`config.mk`:
```
export PLATFORM = sky130hd
export DESIGN_NAME = mda_top
export DESIGN_NICKNAME = d
export VERILOG_FILES = /design/src/logic/mda_pkg.sv /design/src/logic/mda_top.sv /design/src/logic/mda_iram.sv
export SDC_FILE = /design/constraint.sdc
export NUM_CORES = 2
export LEC_CHECK = 0
export BUFFER_PORTS_ARGS = -buffer_cell sky130_fd_sc_hd__buf_2
export CAP_MARGIN = 25
export CELL_PAD_IN_SITES_DETAIL_PLACEMENT = 0
export CELL_PAD_IN_SITES_GLOBAL_PLACEMENT = 2
export CORE_UTILIZATION = 40
export CTS_CLUSTER_DIAMETER = 50
export DETAILED_ROUTE_END_ITERATION = 10
export PLACE_DENSITY_LB_ADDON = 0.15
export SETUP_SLACK_MARGIN = 0.02
export SYNTH_ARGS = -nofsm -noshare
export SYNTH_HDL_FRONTEND = slang
export SYNTH_SLANG_ARGS = --single-unit
```
`constraint.sdc`:
```
create_clock -name MCLK -period 6.45 [get_ports MCLK]
set_input_delay 1.29 -clock MCLK [delete_from_list [all_inputs] [get_ports MCLK]]
set_output_delay 1.29 -clock MCLK [all_outputs]
set_load 0.005 [all_outputs]
```
`src/logic/mda_pkg.sv`:
```
// Purpose: Shared constants and carrier types for the MPU data-space
//          address generation and decode block.
// Assumes: One core request of each kind per MCLK cycle.
// Notes:   Function-register addresses are byte addresses in the
//          upper half of the 256-byte internal data space.
package mda_pkg;

    ////////////////////////////////////////////////////////////////////
    // Function-register addresses held by this block
    localparam logic [7:0] SFR_PTR_LO   = 8'h82;
    localparam logic [7:0] SFR_PTR_HI   = 8'h83;
    localparam logic [7:0] SFR_PTR2_LO  = 8'h84;
    localparam logic [7:0] SFR_PTR2_HI  = 8'h85;
    localparam logic [7:0] SFR_PTR_SEL  = 8'h92;
    localparam logic [7:0] SFR_XPAGE    = 8'hbf;
    localparam logic [7:0] SFR_PSW      = 8'hd0;

    ////////////////////////////////////////////////////////////////////
    // Reset values and field positions
    localparam logic [7:0]  RST_BYTE     = 8'h00;
    localparam logic [15:0] RST_PTR      = 16'h0000;
    localparam logic [7:0]  UNIMPL_DATA  = 8'h00;
    localparam int          UPPER_BIT    = 7;
    localparam int          SEL_BIT      = 0;
    localparam int          BANK_LSB     = 3;
    localparam int          BANK_MSB     = 4;
    localparam int          BIT_IDX_W    = 3;
    localparam logic [7:0]  BIT_AREA     = 8'h20;
    localparam logic [2:0]  BIT_SFR_LOW  = 3'h0;
    localparam logic [15:0] PTR_STEP     = 16'h0001;
    localparam int          HALF_DEPTH   = 128;
    localparam int          HALF_AW      = 7;

    ////////////////////////////////////////////////////////////////////
    // Carriers
    typedef struct packed {
        logic       rd;
        logic       wr;
        logic       ind;
        logic       reg_op;
        logic [7:0] addr;
        logic [7:0] wdata;
    } mda_iacc_t;

    typedef struct packed {
        logic       rd;
        logic       wr;
        logic       val;
        logic [7:0] addr;
    } mda_bacc_t;

    typedef struct packed {
        logic req;
        logic paged;
        logic ri;
        logic we;
    } mda_xreq_t;

    typedef struct packed {
        logic        load;
        logic        inc;
        logic [15:0] value;
    } mda_ptrop_t;

endpackage

```
`src/logic/mda_top.sv`:
```
// Purpose: Data-space address generation and decode for the MPU core:
//          paged and pointer-based external data addresses, dual data
//          pointer, 256-byte internal data space and its function
//          registers.
// Assumes: Core issues at most one internal access (byte or bit) per
//          cycle; a byte access wins over a bit access.
// Notes:   Read data and external address appear one cycle after the
//          request. Unimplemented function registers read as zero.
`timescale 1ns/100ps
module mda_top (
    input  wire logic               MCLK,
    input  wire logic               NRST,
    input  wire mda_pkg::mda_iacc_t IDATA_ACC,
    input  wire mda_pkg::mda_bacc_t BIT_ACC,
    input  wire mda_pkg::mda_xreq_t XDATA_REQ,
    input  wire mda_pkg::mda_ptrop_t PTR_OP,
    output logic [7:0]              IDATA_RDATA,
    output logic                    BIT_RDATA,
    output logic [15:0]             XADDR,
    output logic                    XDATA_STB,
    output logic                    XDATA_WE,
    output logic [15:0]             ACTIVE_PTR,
    output logic [1:0]              BANK_SEL
);

    ////////////////////////////////////////////////////////////////////
    // Decode helpers

    // Byte address of a working register in the given bank
    function automatic logic [7:0] bank_addr(input logic [1:0] bank,
                                             input logic [2:0] rnum);
        bank_addr = {3'h0, bank, rnum};
    endfunction

    // Byte holding a given bit address
    function automatic logic [7:0] bit_byte(input logic [7:0] baddr);
        if (baddr[mda_pkg::UPPER_BIT]) begin
            bit_byte = {baddr[7:3], mda_pkg::BIT_SFR_LOW};
        end else begin
            bit_byte = mda_pkg::BIT_AREA | {4'h0, baddr[6:3]};
        end
    endfunction

    ////////////////////////////////////////////////////////////////////
    // State

    logic [15:0] ptr [2];
    logic        sel;
    logic [7:0]  xpage;
    logic [7:0]  program_status_word;

    logic [1:0]  bank;
    logic [7:0]  eff;
    logic        idata_act;
    logic        bit_act;
    logic        bit_rd_act;
    logic        bit_wr_act;
    logic        to_sfr;
    logic        to_hi_ram;
    logic [7:0]  bbyte;
    logic [2:0]  bidx;
    logic [7:0]  sfr_addr;
    logic [7:0]  sfr_rdata;
    logic        sfr_we;
    logic [7:0]  sfr_wdata;
    logic [7:0]  bit_new;
    logic [7:0]  lo_rdata;
    logic [7:0]  lo_idx;
    logic [7:0]  hi_rdata;
    logic        lo_we;
    logic [6:0]  lo_addr;
    logic [7:0]  lo_wdata;
    logic        hi_we;
    logic [7:0]  idx_addr;

    assign bank     = program_status_word[mda_pkg::BANK_MSB:mda_pkg::BANK_LSB];
    assign BANK_SEL = bank;

    ////////////////////////////////////////////////////////////////////
    // Internal address decode

    assign idata_act  = IDATA_ACC.rd | IDATA_ACC.wr;
    assign bit_act    = (BIT_ACC.rd | BIT_ACC.wr) & ~idata_act;
    assign bit_rd_act = bit_act & BIT_ACC.rd;
    assign bit_wr_act = bit_act & BIT_ACC.wr;

    // Register operands map into the current bank
    assign eff = IDATA_ACC.reg_op ?
                 bank_addr(bank, IDATA_ACC.addr[2:0]) :
                 IDATA_ACC.addr;

    // Upper half splits by mode; the lower half is one RAM for both
    assign to_sfr    = eff[mda_pkg::UPPER_BIT] & ~IDATA_ACC.ind;
    assign to_hi_ram = eff[mda_pkg::UPPER_BIT] & IDATA_ACC.ind;

    assign bbyte    = bit_byte(BIT_ACC.addr);
    assign bidx     = BIT_ACC.addr[mda_pkg::BIT_IDX_W-1:0];
    assign sfr_addr = idata_act ? eff : bbyte;

    // Function-register read mux
    always_comb begin
        if (sfr_addr == mda_pkg::SFR_PTR_LO) begin
            sfr_rdata = ptr[0][7:0];
        end else if (sfr_addr == mda_pkg::SFR_PTR_HI) begin
            sfr_rdata = ptr[0][15:8];
        end else if (sfr_addr == mda_pkg::SFR_PTR2_LO) begin
            sfr_rdata = ptr[1][7:0];
        end else if (sfr_addr == mda_pkg::SFR_PTR2_HI) begin
            sfr_rdata = ptr[1][15:8];
        end else if (sfr_addr == mda_pkg::SFR_PTR_SEL) begin
            sfr_rdata = {7'h00, sel};
        end else if (sfr_addr == mda_pkg::SFR_XPAGE) begin
            sfr_rdata = xpage;
        end else if (sfr_addr == mda_pkg::SFR_PSW) begin
            sfr_rdata = program_status_word;
        end else begin
            sfr_rdata = mda_pkg::UNIMPL_DATA;
        end
    end

    // Bit writes are a read-modify-write of the holding byte
    always_comb begin
        bit_new = bit_wr_act & BIT_ACC.addr[mda_pkg::UPPER_BIT] ?
                  sfr_rdata : lo_rdata;
        bit_new[bidx] = BIT_ACC.val;
    end

    assign sfr_we = (IDATA_ACC.wr & to_sfr) |
                    (bit_wr_act & BIT_ACC.addr[mda_pkg::UPPER_BIT]);
    assign sfr_wdata = idata_act ? IDATA_ACC.wdata : bit_new;

    ////////////////////////////////////////////////////////////////////
    // Internal RAM halves

    assign lo_we = (IDATA_ACC.wr & ~eff[mda_pkg::UPPER_BIT]) |
                   (bit_wr_act & ~BIT_ACC.addr[mda_pkg::UPPER_BIT]);
    assign lo_addr  = idata_act ? eff[6:0] : bbyte[6:0];
    assign lo_wdata = idata_act ? IDATA_ACC.wdata : bit_new;
    assign hi_we    = IDATA_ACC.wr & to_hi_ram;

    // Index register of the bank in force this cycle
    assign idx_addr = bank_addr(bank, {2'h0, XDATA_REQ.ri});

    mda_iram #(
        .DEPTH (mda_pkg::HALF_DEPTH),
        .AW    (mda_pkg::HALF_AW)
    ) u_lo_ram (
        .clk     (MCLK),
        .we      (lo_we),
        .waddr   (lo_addr),
        .wdata   (lo_wdata),
        .raddr_a (lo_addr),
        .rdata_a (lo_rdata),
        .raddr_b (idx_addr[6:0]),
        .rdata_b (lo_idx)
    );

    mda_iram #(
        .DEPTH (mda_pkg::HALF_DEPTH),
        .AW    (mda_pkg::HALF_AW)
    ) u_hi_ram (
        .clk     (MCLK),
        .we      (hi_we),
        .waddr   (eff[6:0]),
        .wdata   (IDATA_ACC.wdata),
        .raddr_a (eff[6:0]),
        .rdata_a (hi_rdata),
        .raddr_b (eff[6:0]),
        .rdata_b ()
    );

    ////////////////////////////////////////////////////////////////////
    // Data pointers

    // A byte write to a pointer's own register bytes wins over a pointer
    // operation on it in the same cycle; the core never issues both.
    for (genvar g = 0; g < 2; g++) begin : g_ptr
        localparam logic [7:0] LO_A = g == 0 ? mda_pkg::SFR_PTR_LO :
                                               mda_pkg::SFR_PTR2_LO;
        localparam logic [7:0] HI_A = g == 0 ? mda_pkg::SFR_PTR_HI :
                                               mda_pkg::SFR_PTR2_HI;
        localparam logic       ME   = (g != 0);
        always_ff @(posedge MCLK or negedge NRST) begin
            if (!NRST) begin
                ptr[g] <= mda_pkg::RST_PTR;
            end else if (sfr_we && sfr_addr == LO_A) begin
                ptr[g][7:0] <= sfr_wdata;
            end else if (sfr_we && sfr_addr == HI_A) begin
                ptr[g][15:8] <= sfr_wdata;
            end else if (PTR_OP.load && sel == ME) begin
                ptr[g] <= PTR_OP.value;
            end else if (PTR_OP.inc && sel == ME) begin
                ptr[g] <= ptr[g] + mda_pkg::PTR_STEP;
            end
        end
    end

    // Only the select bit is stored; the others read as zero
    always_ff @(posedge MCLK or negedge NRST) begin
        if (!NRST) begin
            sel <= mda_pkg::RST_BYTE[mda_pkg::SEL_BIT];
        end else if (sfr_we && sfr_addr == mda_pkg::SFR_PTR_SEL) begin
            sel <= sfr_wdata[mda_pkg::SEL_BIT];
        end
    end

    assign ACTIVE_PTR = sel ? ptr[1] : ptr[0];

    ////////////////////////////////////////////////////////////////////
    // Page and status registers

    always_ff @(posedge MCLK or negedge NRST) begin
        if (!NRST) begin
            xpage <= mda_pkg::RST_BYTE;
        end else if (sfr_we && sfr_addr == mda_pkg::SFR_XPAGE) begin
            xpage <= sfr_wdata;
        end
    end

    always_ff @(posedge MCLK or negedge NRST) begin
        if (!NRST) begin
            program_status_word <= mda_pkg::RST_BYTE;
        end else if (sfr_we && sfr_addr == mda_pkg::SFR_PSW) begin
            program_status_word <= sfr_wdata;
        end
    end

    ////////////////////////////////////////////////////////////////////
    // Read data

    always_ff @(posedge MCLK or negedge NRST) begin
        if (!NRST) begin
            IDATA_RDATA <= mda_pkg::RST_BYTE;
        end else if (IDATA_ACC.rd) begin
            if (to_sfr) begin
                IDATA_RDATA <= sfr_rdata;
            end else if (to_hi_ram) begin
                IDATA_RDATA <= hi_rdata;
            end else begin
                IDATA_RDATA <= lo_rdata;
            end
        end
    end

    always_ff @(posedge MCLK or negedge NRST) begin
        if (!NRST) begin
            BIT_RDATA <= 1'b0;
        end else if (bit_rd_act) begin
            BIT_RDATA <= BIT_ACC.addr[mda_pkg::UPPER_BIT] ?
                         sfr_rdata[bidx] : lo_rdata[bidx];
        end
    end

    ////////////////////////////////////////////////////////////////////
    // External data address
    // Both paths may be used back to back; each request stands alone.

    always_ff @(posedge MCLK or negedge NRST) begin
        if (!NRST) begin
            XADDR <= mda_pkg::RST_PTR;
        end else if (XDATA_REQ.req && XDATA_REQ.paged) begin
            XADDR <= {xpage, lo_idx};
        end else if (XDATA_REQ.req) begin
            XADDR <= ACTIVE_PTR;
        end
    end

    always_ff @(posedge MCLK or negedge NRST) begin
        if (!NRST) begin
            XDATA_STB <= 1'b0;
            XDATA_WE  <= 1'b0;
        end else begin
            XDATA_STB <= XDATA_REQ.req;
            XDATA_WE  <= XDATA_REQ.req & XDATA_REQ.we;
        end
    end
endmodule

```
`src/logic/mda_iram.sv`:
```
// Purpose: 128-byte internal data RAM half with one write port and two
//          combinational read ports.
// Assumes: Write is synchronous; reads see the stored array contents.
// Notes:   No reset on the array, as for real RAM.
`timescale 1ns/100ps
module mda_iram #(
    parameter int DEPTH = mda_pkg::HALF_DEPTH,
    parameter int AW    = mda_pkg::HALF_AW
) (
    input  wire logic          clk,
    input  wire logic          we,
    input  wire logic [AW-1:0] waddr,
    input  wire logic [7:0]    wdata,
    input  wire logic [AW-1:0] raddr_a,
    output logic      [7:0]    rdata_a,
    input  wire logic [AW-1:0] raddr_b,
    output logic      [7:0]    rdata_b
);

    logic [7:0] mem [DEPTH];

    always_ff @(posedge clk) begin
        if (we) begin
            mem[waddr] <= wdata;
        end
    end

    assign rdata_a = mem[raddr_a];
    assign rdata_b = mem[raddr_b];

endmodule

```
Word level (Yosys, flattened, before mapping) --
Memories as Yosys holds them, arrays and structs flattened. Index checks and enable logic that the tools add are counted.
Word-level totals: memory bits (writable) 2048, input port bits 55, flip-flop bits (word level) 76, output and inout bits 45, memories 2, word-level logic and storage cells 111
Memory list:
- u_hi_ram.mem | depth 128, bits a word 8, rd ports 1, clocked after memory_dff 0, write ports 1, line mda_iram.sv:20 | logic [7:0] mem [DEPTH];
- u_lo_ram.mem | depth 128, bits a word 8, rd ports 2, clocked after memory_dff 0, write ports 1, line mda_iram.sv:20
Operators by class: mux-type cells 40, bitwise logic cells 22, add/sub/neg operators 2, reductions and logical operators 22, magnitude comparators 2, eq/ne operators 9
Operators with widths (number):
- $mux W8 | 20
- $mux W16 | 7
- $eq A8 B8 Y1 const B | 7
- $add A16 B1 Y16 const B | 2
- $logic_and A1 B1 Y1 | 13
- $reduce_bool A3 Y1 | 4
- $and A1 B1 Y1 | 11
- $bwmux W8 | 1
- $mux W1 | 8
- $reduce_and A2 Y1 | 4
- $mux W7 | 1
- $not A1 Y1 | 7
- $bmux W1 S3 | 2
- $lt A3 B4 Y1 const B | 1
- $ne A2 B2 Y1 const B | 2
- $or A1 B1 Y1 | 4
- $demux W1 S3 | 1
- $ge A3 B1 Y1 const B | 1
- $reduce_bool A2 Y1 | 1

Logic depth before layout (Yosys ltp) --
depth after elaboration 14, depth in mapped cells 17, depth with buffers taken out 10

By module --
From an unflattened synthesis, not the netlist that was laid out.
Unflattened totals: cell total of the unflattened synthesis 4855, area total of the unflattened synthesis 101019.4 um^2
By module, submodules not included:
- mda_iram | instances 2, cells an instance 2047, area an instance 47528.1 um^2, sequential area each 30749.5 um^2
- mda_top | instances 1, cells an instance 761, area an instance 5963.2 um^2, sequential area each 1901.8 um^2

Least setup slack after synthesis --
OpenSTA, ideal clock, no wires.
path type input to register, start in IDATA_ACC[18] in the netlist's numbering, end mem u_lo_ram.mem[0][3] (data pin), path slack -1.548 ns, library setup time 0.924 ns, stages on the path 11, required time 5.526 ns, buffers on the path 4, arrival time 7.074 ns, path through buf_6 -> or4b_4 -> buf_6 -> a211oi_2 -> buf_2 -> buf_2 -> nand3_1 -> nor2_1 -> a21oi_1 -> o221a_2 -> a21oi_1
Between the ends: cells in the longest elaborated chain, start to end 13, elaborated cells between the ends (all ways) 25, those cells by class eq/ne (7); mux (12); bitwise (5); memory (1)
RTL lines:
- start, declared | line mda_top.sv:13 | input wire mda_pkg::mda_iacc_t IDATA_ACC,
- $or A1 B1 Y1 (*) | line mda_top.sv:82 | assign idata_act = IDATA_ACC.rd | IDATA_ACC.wr;
- $mux W8 | line mda_top.sv:98 | assign sfr_addr = idata_act ? eff : bbyte;
- $eq A8 B8 Y1 | line mda_top.sv:114 | end else if (sfr_addr == mda_pkg::SFR_PSW) begin
- $mux W8 | line mda_top.sv:114
- $mux W8 | line mda_top.sv:112 | end else if (sfr_addr == mda_pkg::SFR_XPAGE) begin
- $mux W8 | line mda_top.sv:110 | end else if (sfr_addr == mda_pkg::SFR_PTR_SEL) begin
- $mux W8 | line mda_top.sv:108 | end else if (sfr_addr == mda_pkg::SFR_PTR2_HI) begin
- $mux W8 | line mda_top.sv:106 | end else if (sfr_addr == mda_pkg::SFR_PTR2_LO) begin
- $mux W8 | line mda_top.sv:104 | end else if (sfr_addr == mda_pkg::SFR_PTR_HI) begin
- $mux W8 | line mda_top.sv:102 | if (sfr_addr == mda_pkg::SFR_PTR_LO) begin
- $mux W8 | line mda_top.sv:123 | bit_new = bit_wr_act & BIT_ACC.addr[mda_pkg::UPPER_BIT] ?
- $bwmux W8 | line mda_top.sv:125 | bit_new[bidx] = BIT_ACC.val;
- $mux W8 (*) | line mda_top.sv:138 | assign lo_wdata = idata_act ? IDATA_ACC.wdata : bit_new;
- via lo_wdata[3] | line mda_top.sv:72 | logic [7:0] lo_wdata;
- end, declared | line mda_iram.sv:20
The timed path passes the listed nets; every way through them passes the cells marked *.

Worst setup path after layout --
start in IDATA_ACC[19] in the netlist's numbering, end mem u_lo_ram.mem[68][0] (data pin)
Same word-level chain as after synthesis.

==> summary.md <==
| Metric | Value |
|---|---|
| Run status | `complete, no violations` |
| Worst setup startpoint | `IDATA_ACC[19]` |
| Initial cell density of the core | `approximately 40%` |
| Length of the first detailed-routing pass in iterations | `6` |
| Buffering stage count on the worst path with inverters included | `5` |
| Share of layout cells above drive strength 1 | `22.3%` |
| Worst Hold Class | `input port to async pin` |
| Family with the most delay on the worst path | `compound AO/OA/AOI/OAI gates` |
| Number of violations of the max-capacitance limit | `0` |
| Wire per inst | `around 35 microns` |
| Commonest cells in the netlist | `2048 x sky130_fd_sc_hd__edfxtp_1, 401 x sky130_fd_sc_hd__nor2_1, 335 x sky130_fd_sc_hd__nand2_1` |
| RSZ-0062 raised after global routing | `false` |
| CTS clock-pin slew for the worst setup and hold paths | `0.06 ns` |
| Synth Area per Inst | `about 17 sq um` |
| Via density per instance | `6.02` |
| Area share of the largest cell type after synthesis | `71.0%` |
| Final std cell area, no fill | `slightly above 100000 sq um` |
| Worst hold slack across all endpoints | `0.290 ns` |
| Register area share after synthesis | `approximately 73%` |
| Routability cong. | `a little under 0.9` |
| Worst slew margin relative to its limit | `roughly a fifth` |
| Cell chain of the critical path | `buf_2 -> or2_2 -> a22oi_2 -> nor2_2 -> buf_4 -> a222oi_1 -> o21ai_0 -> a311oi_1 -> nand4_1 -> buf_4 -> o41ai_1 -> o31a_2 -> inv_4 -> buf_12` |
| Y dimension of the die | `approximately 470 microns` |
| DRC violation count after routing | `0` |
| Number of antenna violations at the first check in global routing | `18` |
| Maximum fanout count along the critical path | `45` |
| Vias in the first global route | `50900` |
| Worst vdd ir | `just under 0.0003 V` |
| All-layer global routing usage | `a little over a quarter` |
| Critical path launch point type | `input port` |
| Non-Filler Instances | `between 8000 and 9000` |
| Critical Path Sink Type | `flip-flop` |
| Number of warning messages in the yosys log | `0` |
| Post-layout minimum cycle time | `between 5 and 6 ns` |
| Syn Inst Count | `roughly 5000` |
| Hold Vio Cnt, Final | `0` |
| Number of hold buffers added after CTS | `0` |
| Minimum setup slack after placement | `~0.12 ns` |
| Critical path class | `input port to flip-flop` |
| Number of nets with antenna violations after detailed routing | `0` |
| Static Leak | `32.7 nW` |
| Worst reg2reg startpoint | `program_status_word[4]$_DFFE_PN0P_` |
| Die outline area | `approximately 220000 sq um` |
| Top-Level Pins | `100` |
| H-tree Lvls | `4` |
| Crit path required time | `approximately 7.0 ns` |
| Total nets after synthesis | `5188` |
| Clock tree from TritonCTS | `built` |
| Clock tree root buffer cell | `sky130_fd_sc_hd__clkbuf_16` |
| Final wirelength | `296000 microns` |
| Maximum single-stage delay on the critical path | `between 0.6 and 0.7 ns` |
| Post-detail-place hpwl | `192000 microns` |
| Main synth FF type | `sky130_fd_sc_hd__edfxtp_1` |
| Max clock buf depth | `3` |
| Top post-synthesis cells by area | `sky130_fd_sc_hd__edfxtp_1 71%, sky130_fd_sc_hd__mux4_2 7.5%, sky130_fd_sc_hd__mux2i_1 2.6%` |
| Number of clock buffers inserted by TritonCTS | `around 230` |
| Final Slew Violations | `0` |
| Layout Area Growth over Synthesis | `16.0%` |
| Count of cell instances traversed by the critical path | `14` |
| End-of-flow core utilization | `about 47%` |
| Buffers inserted during post-CTS setup optimization | `0` |
| Instance area at placement | `between 90000 and 100000 sq um` |
| Starting DRT DRC Count | `between 5000 and 6000` |
| Register bit count reported by yosys | `between 2000 and 2500` |
| Post-synth design cell area | `between 80000 and 90000 sq um` |
| Total overflow reported by the global router | `0` |
| Worst Skew | `between 0.02 and 0.03 ns` |
| Pin slew with the least headroom to its limit | `approximately 1.2 ns` |
| Cts repair resizes | `0` |
| First-pass GRT wire length | `between 400000 and 500000 microns` |
| Netlist cell types | `98` |
| Biggest area consumer among synthesized cells | `sky130_fd_sc_hd__edfxtp_1` |
| Final cycle utilization of the critical path | `86.5%` |
| Most numerous cell on the critical path | `sky130_fd_sc_hd__buf_4` |
| Count of flip-flops with a built-in enable after synthesis | `2048` |
| Achievable frequency | `179 MHz` |
| Power Density | `315 nW/um^2` |
| Clock latency on the worst-skew pair | `between 0.8 and 0.9 ns` |
| Worst Slack Setup Final | `slightly below 0.9 ns` |
| Number of cell instances on the worst register-to-register path | `11` |
| Port bufs | `approximately 100` |
| Cell count after placement | `around 8000` |
| Count of final setup violators | `0` |
| Slowest-stage cell, CP | `sky130_fd_sc_hd__a22oi_2` |
| CORE AREA | `approximately 210000 sq um` |
| Clock Sinks | `2124` |
| Signal arrival time at the worst endpoint | `around 6.1 ns` |
| Total number of placement rows | `170` |
| Async set-or-reset flop fraction in the synthesized netlist | `between 3 and 4%` |
| Die width | `between 400 and 500 microns` |
| Most instantiated library cell after synthesis | `sky130_fd_sc_hd__edfxtp_1` |
| Maximum number of pins on one net before global-route repair | `between 80 and 90` |
| Count of nets after finishing | `between 5000 and 6000` |
| Vias | `51500` |
[sequential cells by signal (all words and copies together) (netlist names)]
register	cells
xpage	8
u_lo_ram.mem	1024
XDATA_WE	1
ptr	32
XADDR	16
XDATA_STB	1
IDATA_RDATA	8
program_status_word	8
sel	1
BIT_RDATA	1
u_hi_ram.mem	1024
[cells by family after synthesis]
logic type,share of synthesized area [%]
muxes,11.3
buffers and inverters,2.03
and+or+nand+nor,5.40
AOI/OAI and AO/OA,7.82
xor gates and xnor gates,0.202
DFF,73.2
adders and majority gates,0.0289
[worst reg2reg max path, cell delays in order (launching register included)]
cell	delay, ns
sky130_fd_sc_hd__dfrtp_1	0.71
sky130_fd_sc_hd__and3b_1	0.40
sky130_fd_sc_hd__o21ai_0	0.93
sky130_fd_sc_hd__a211oi_2	0.39
sky130_fd_sc_hd__buf_4	0.27
sky130_fd_sc_hd__a22o_1	0.26
sky130_fd_sc_hd__o41ai_1	0.86
sky130_fd_sc_hd__or4b_4	0.66
sky130_fd_sc_hd__o211ai_2	0.22
sky130_fd_sc_hd__a21boi_4	0.08
sky130_fd_sc_hd__buf_12	0.19
sky130_fd_sc_hd__buf_4	0.30
[where the power goes]
group          switching (mW)  total, mW  internal [mW]  leakage [nW]
Combinational            1.87       2.75          0.878          9.67
Sequential              0.157       15.5           15.4          19.3
Clock                    5.71       13.5           7.74          3.74
[metal layers]
| layer | part of all wire, % | vias up | GRT usage (%) |
|---|---|---|---|
| met2 | 47 | 2102 | 43.1 |
| met5 | 0.028 | - | 0 |
| li1 | - | 21500 | - |
| met3 | 6.6 | 477 | 4.48 |
| met1 | 42 | 27400 | 37.0 |
| met4 | 3.8 | 14 | 9.64 |
[per-stage QoR]
step	setup TNS, ns	power [mW]
after floorplan	0	17.1
after global placement	-0.00924	18.5
after detailed placement	0	18.5
after CTS	0	31.9
after global routing	0	32.5
final	0	31.7
[layout by cell type (no fill, tap or decap), types with 36 or more instances in the layout]
master,count
sky130_fd_sc_hd__a211oi_1,61
sky130_fd_sc_hd__a21o_1,48
sky130_fd_sc_hd__a21oi_1,164
sky130_fd_sc_hd__a221oi_1,53
sky130_fd_sc_hd__a22oi_1,95
sky130_fd_sc_hd__and3_1,51
sky130_fd_sc_hd__buf_12,46
sky130_fd_sc_hd__buf_2,87
sky130_fd_sc_hd__buf_4,322
sky130_fd_sc_hd__clkbuf_1,41
sky130_fd_sc_hd__clkbuf_16,234
sky130_fd_sc_hd__clkinv_1,52
sky130_fd_sc_hd__dfrtp_1,76
sky130_fd_sc_hd__edfxtp_1,2048
sky130_fd_sc_hd__mux2_2,81
sky130_fd_sc_hd__mux2i_1,219
sky130_fd_sc_hd__mux4_2,288
sky130_fd_sc_hd__nand2_1,335
sky130_fd_sc_hd__nand3_1,112
sky130_fd_sc_hd__nor2_1,393
sky130_fd_sc_hd__o211ai_1,36
sky130_fd_sc_hd__o21ai_0,179
sky130_fd_sc_hd__o22ai_1,87
[final cells by class]
type,instances,area [sq um]
diodes,4,10.0
clock buffers,275,6010
clock inverters,164,1710
fillers,18600,114000
inverters,28,108
multi-input cells,2639,21700
flip-flops and latches,2124,63400
well taps,2838,3550
repair buffers,475,4030
[path summary, 6_finish.rpt]
| check | endpoint | slack (ns) |
|---|---|---|
| hold reg to reg | program_status_word[0]$_DFFE_PN0P_ | 0.49 |
| max in group asynchronous | IDATA_RDATA[6]$_DFFE_PN0P_ | 4.99 |
| setup / recovery | u_lo_ram.mem[68][0]$_DFFE_PP_ | 0.87 |
| setup reg to reg | u_lo_ram.mem[86][7]$_DFFE_PP_ | 0.91 |
| min in group MCLK | program_status_word[0]$_DFFE_PN0P_ | 0.49 |
| hold / removal | ptr[0]$_DFFE_PN0P_ | 0.29 |
No activity file was read; power rests on OpenSTA's default activity.
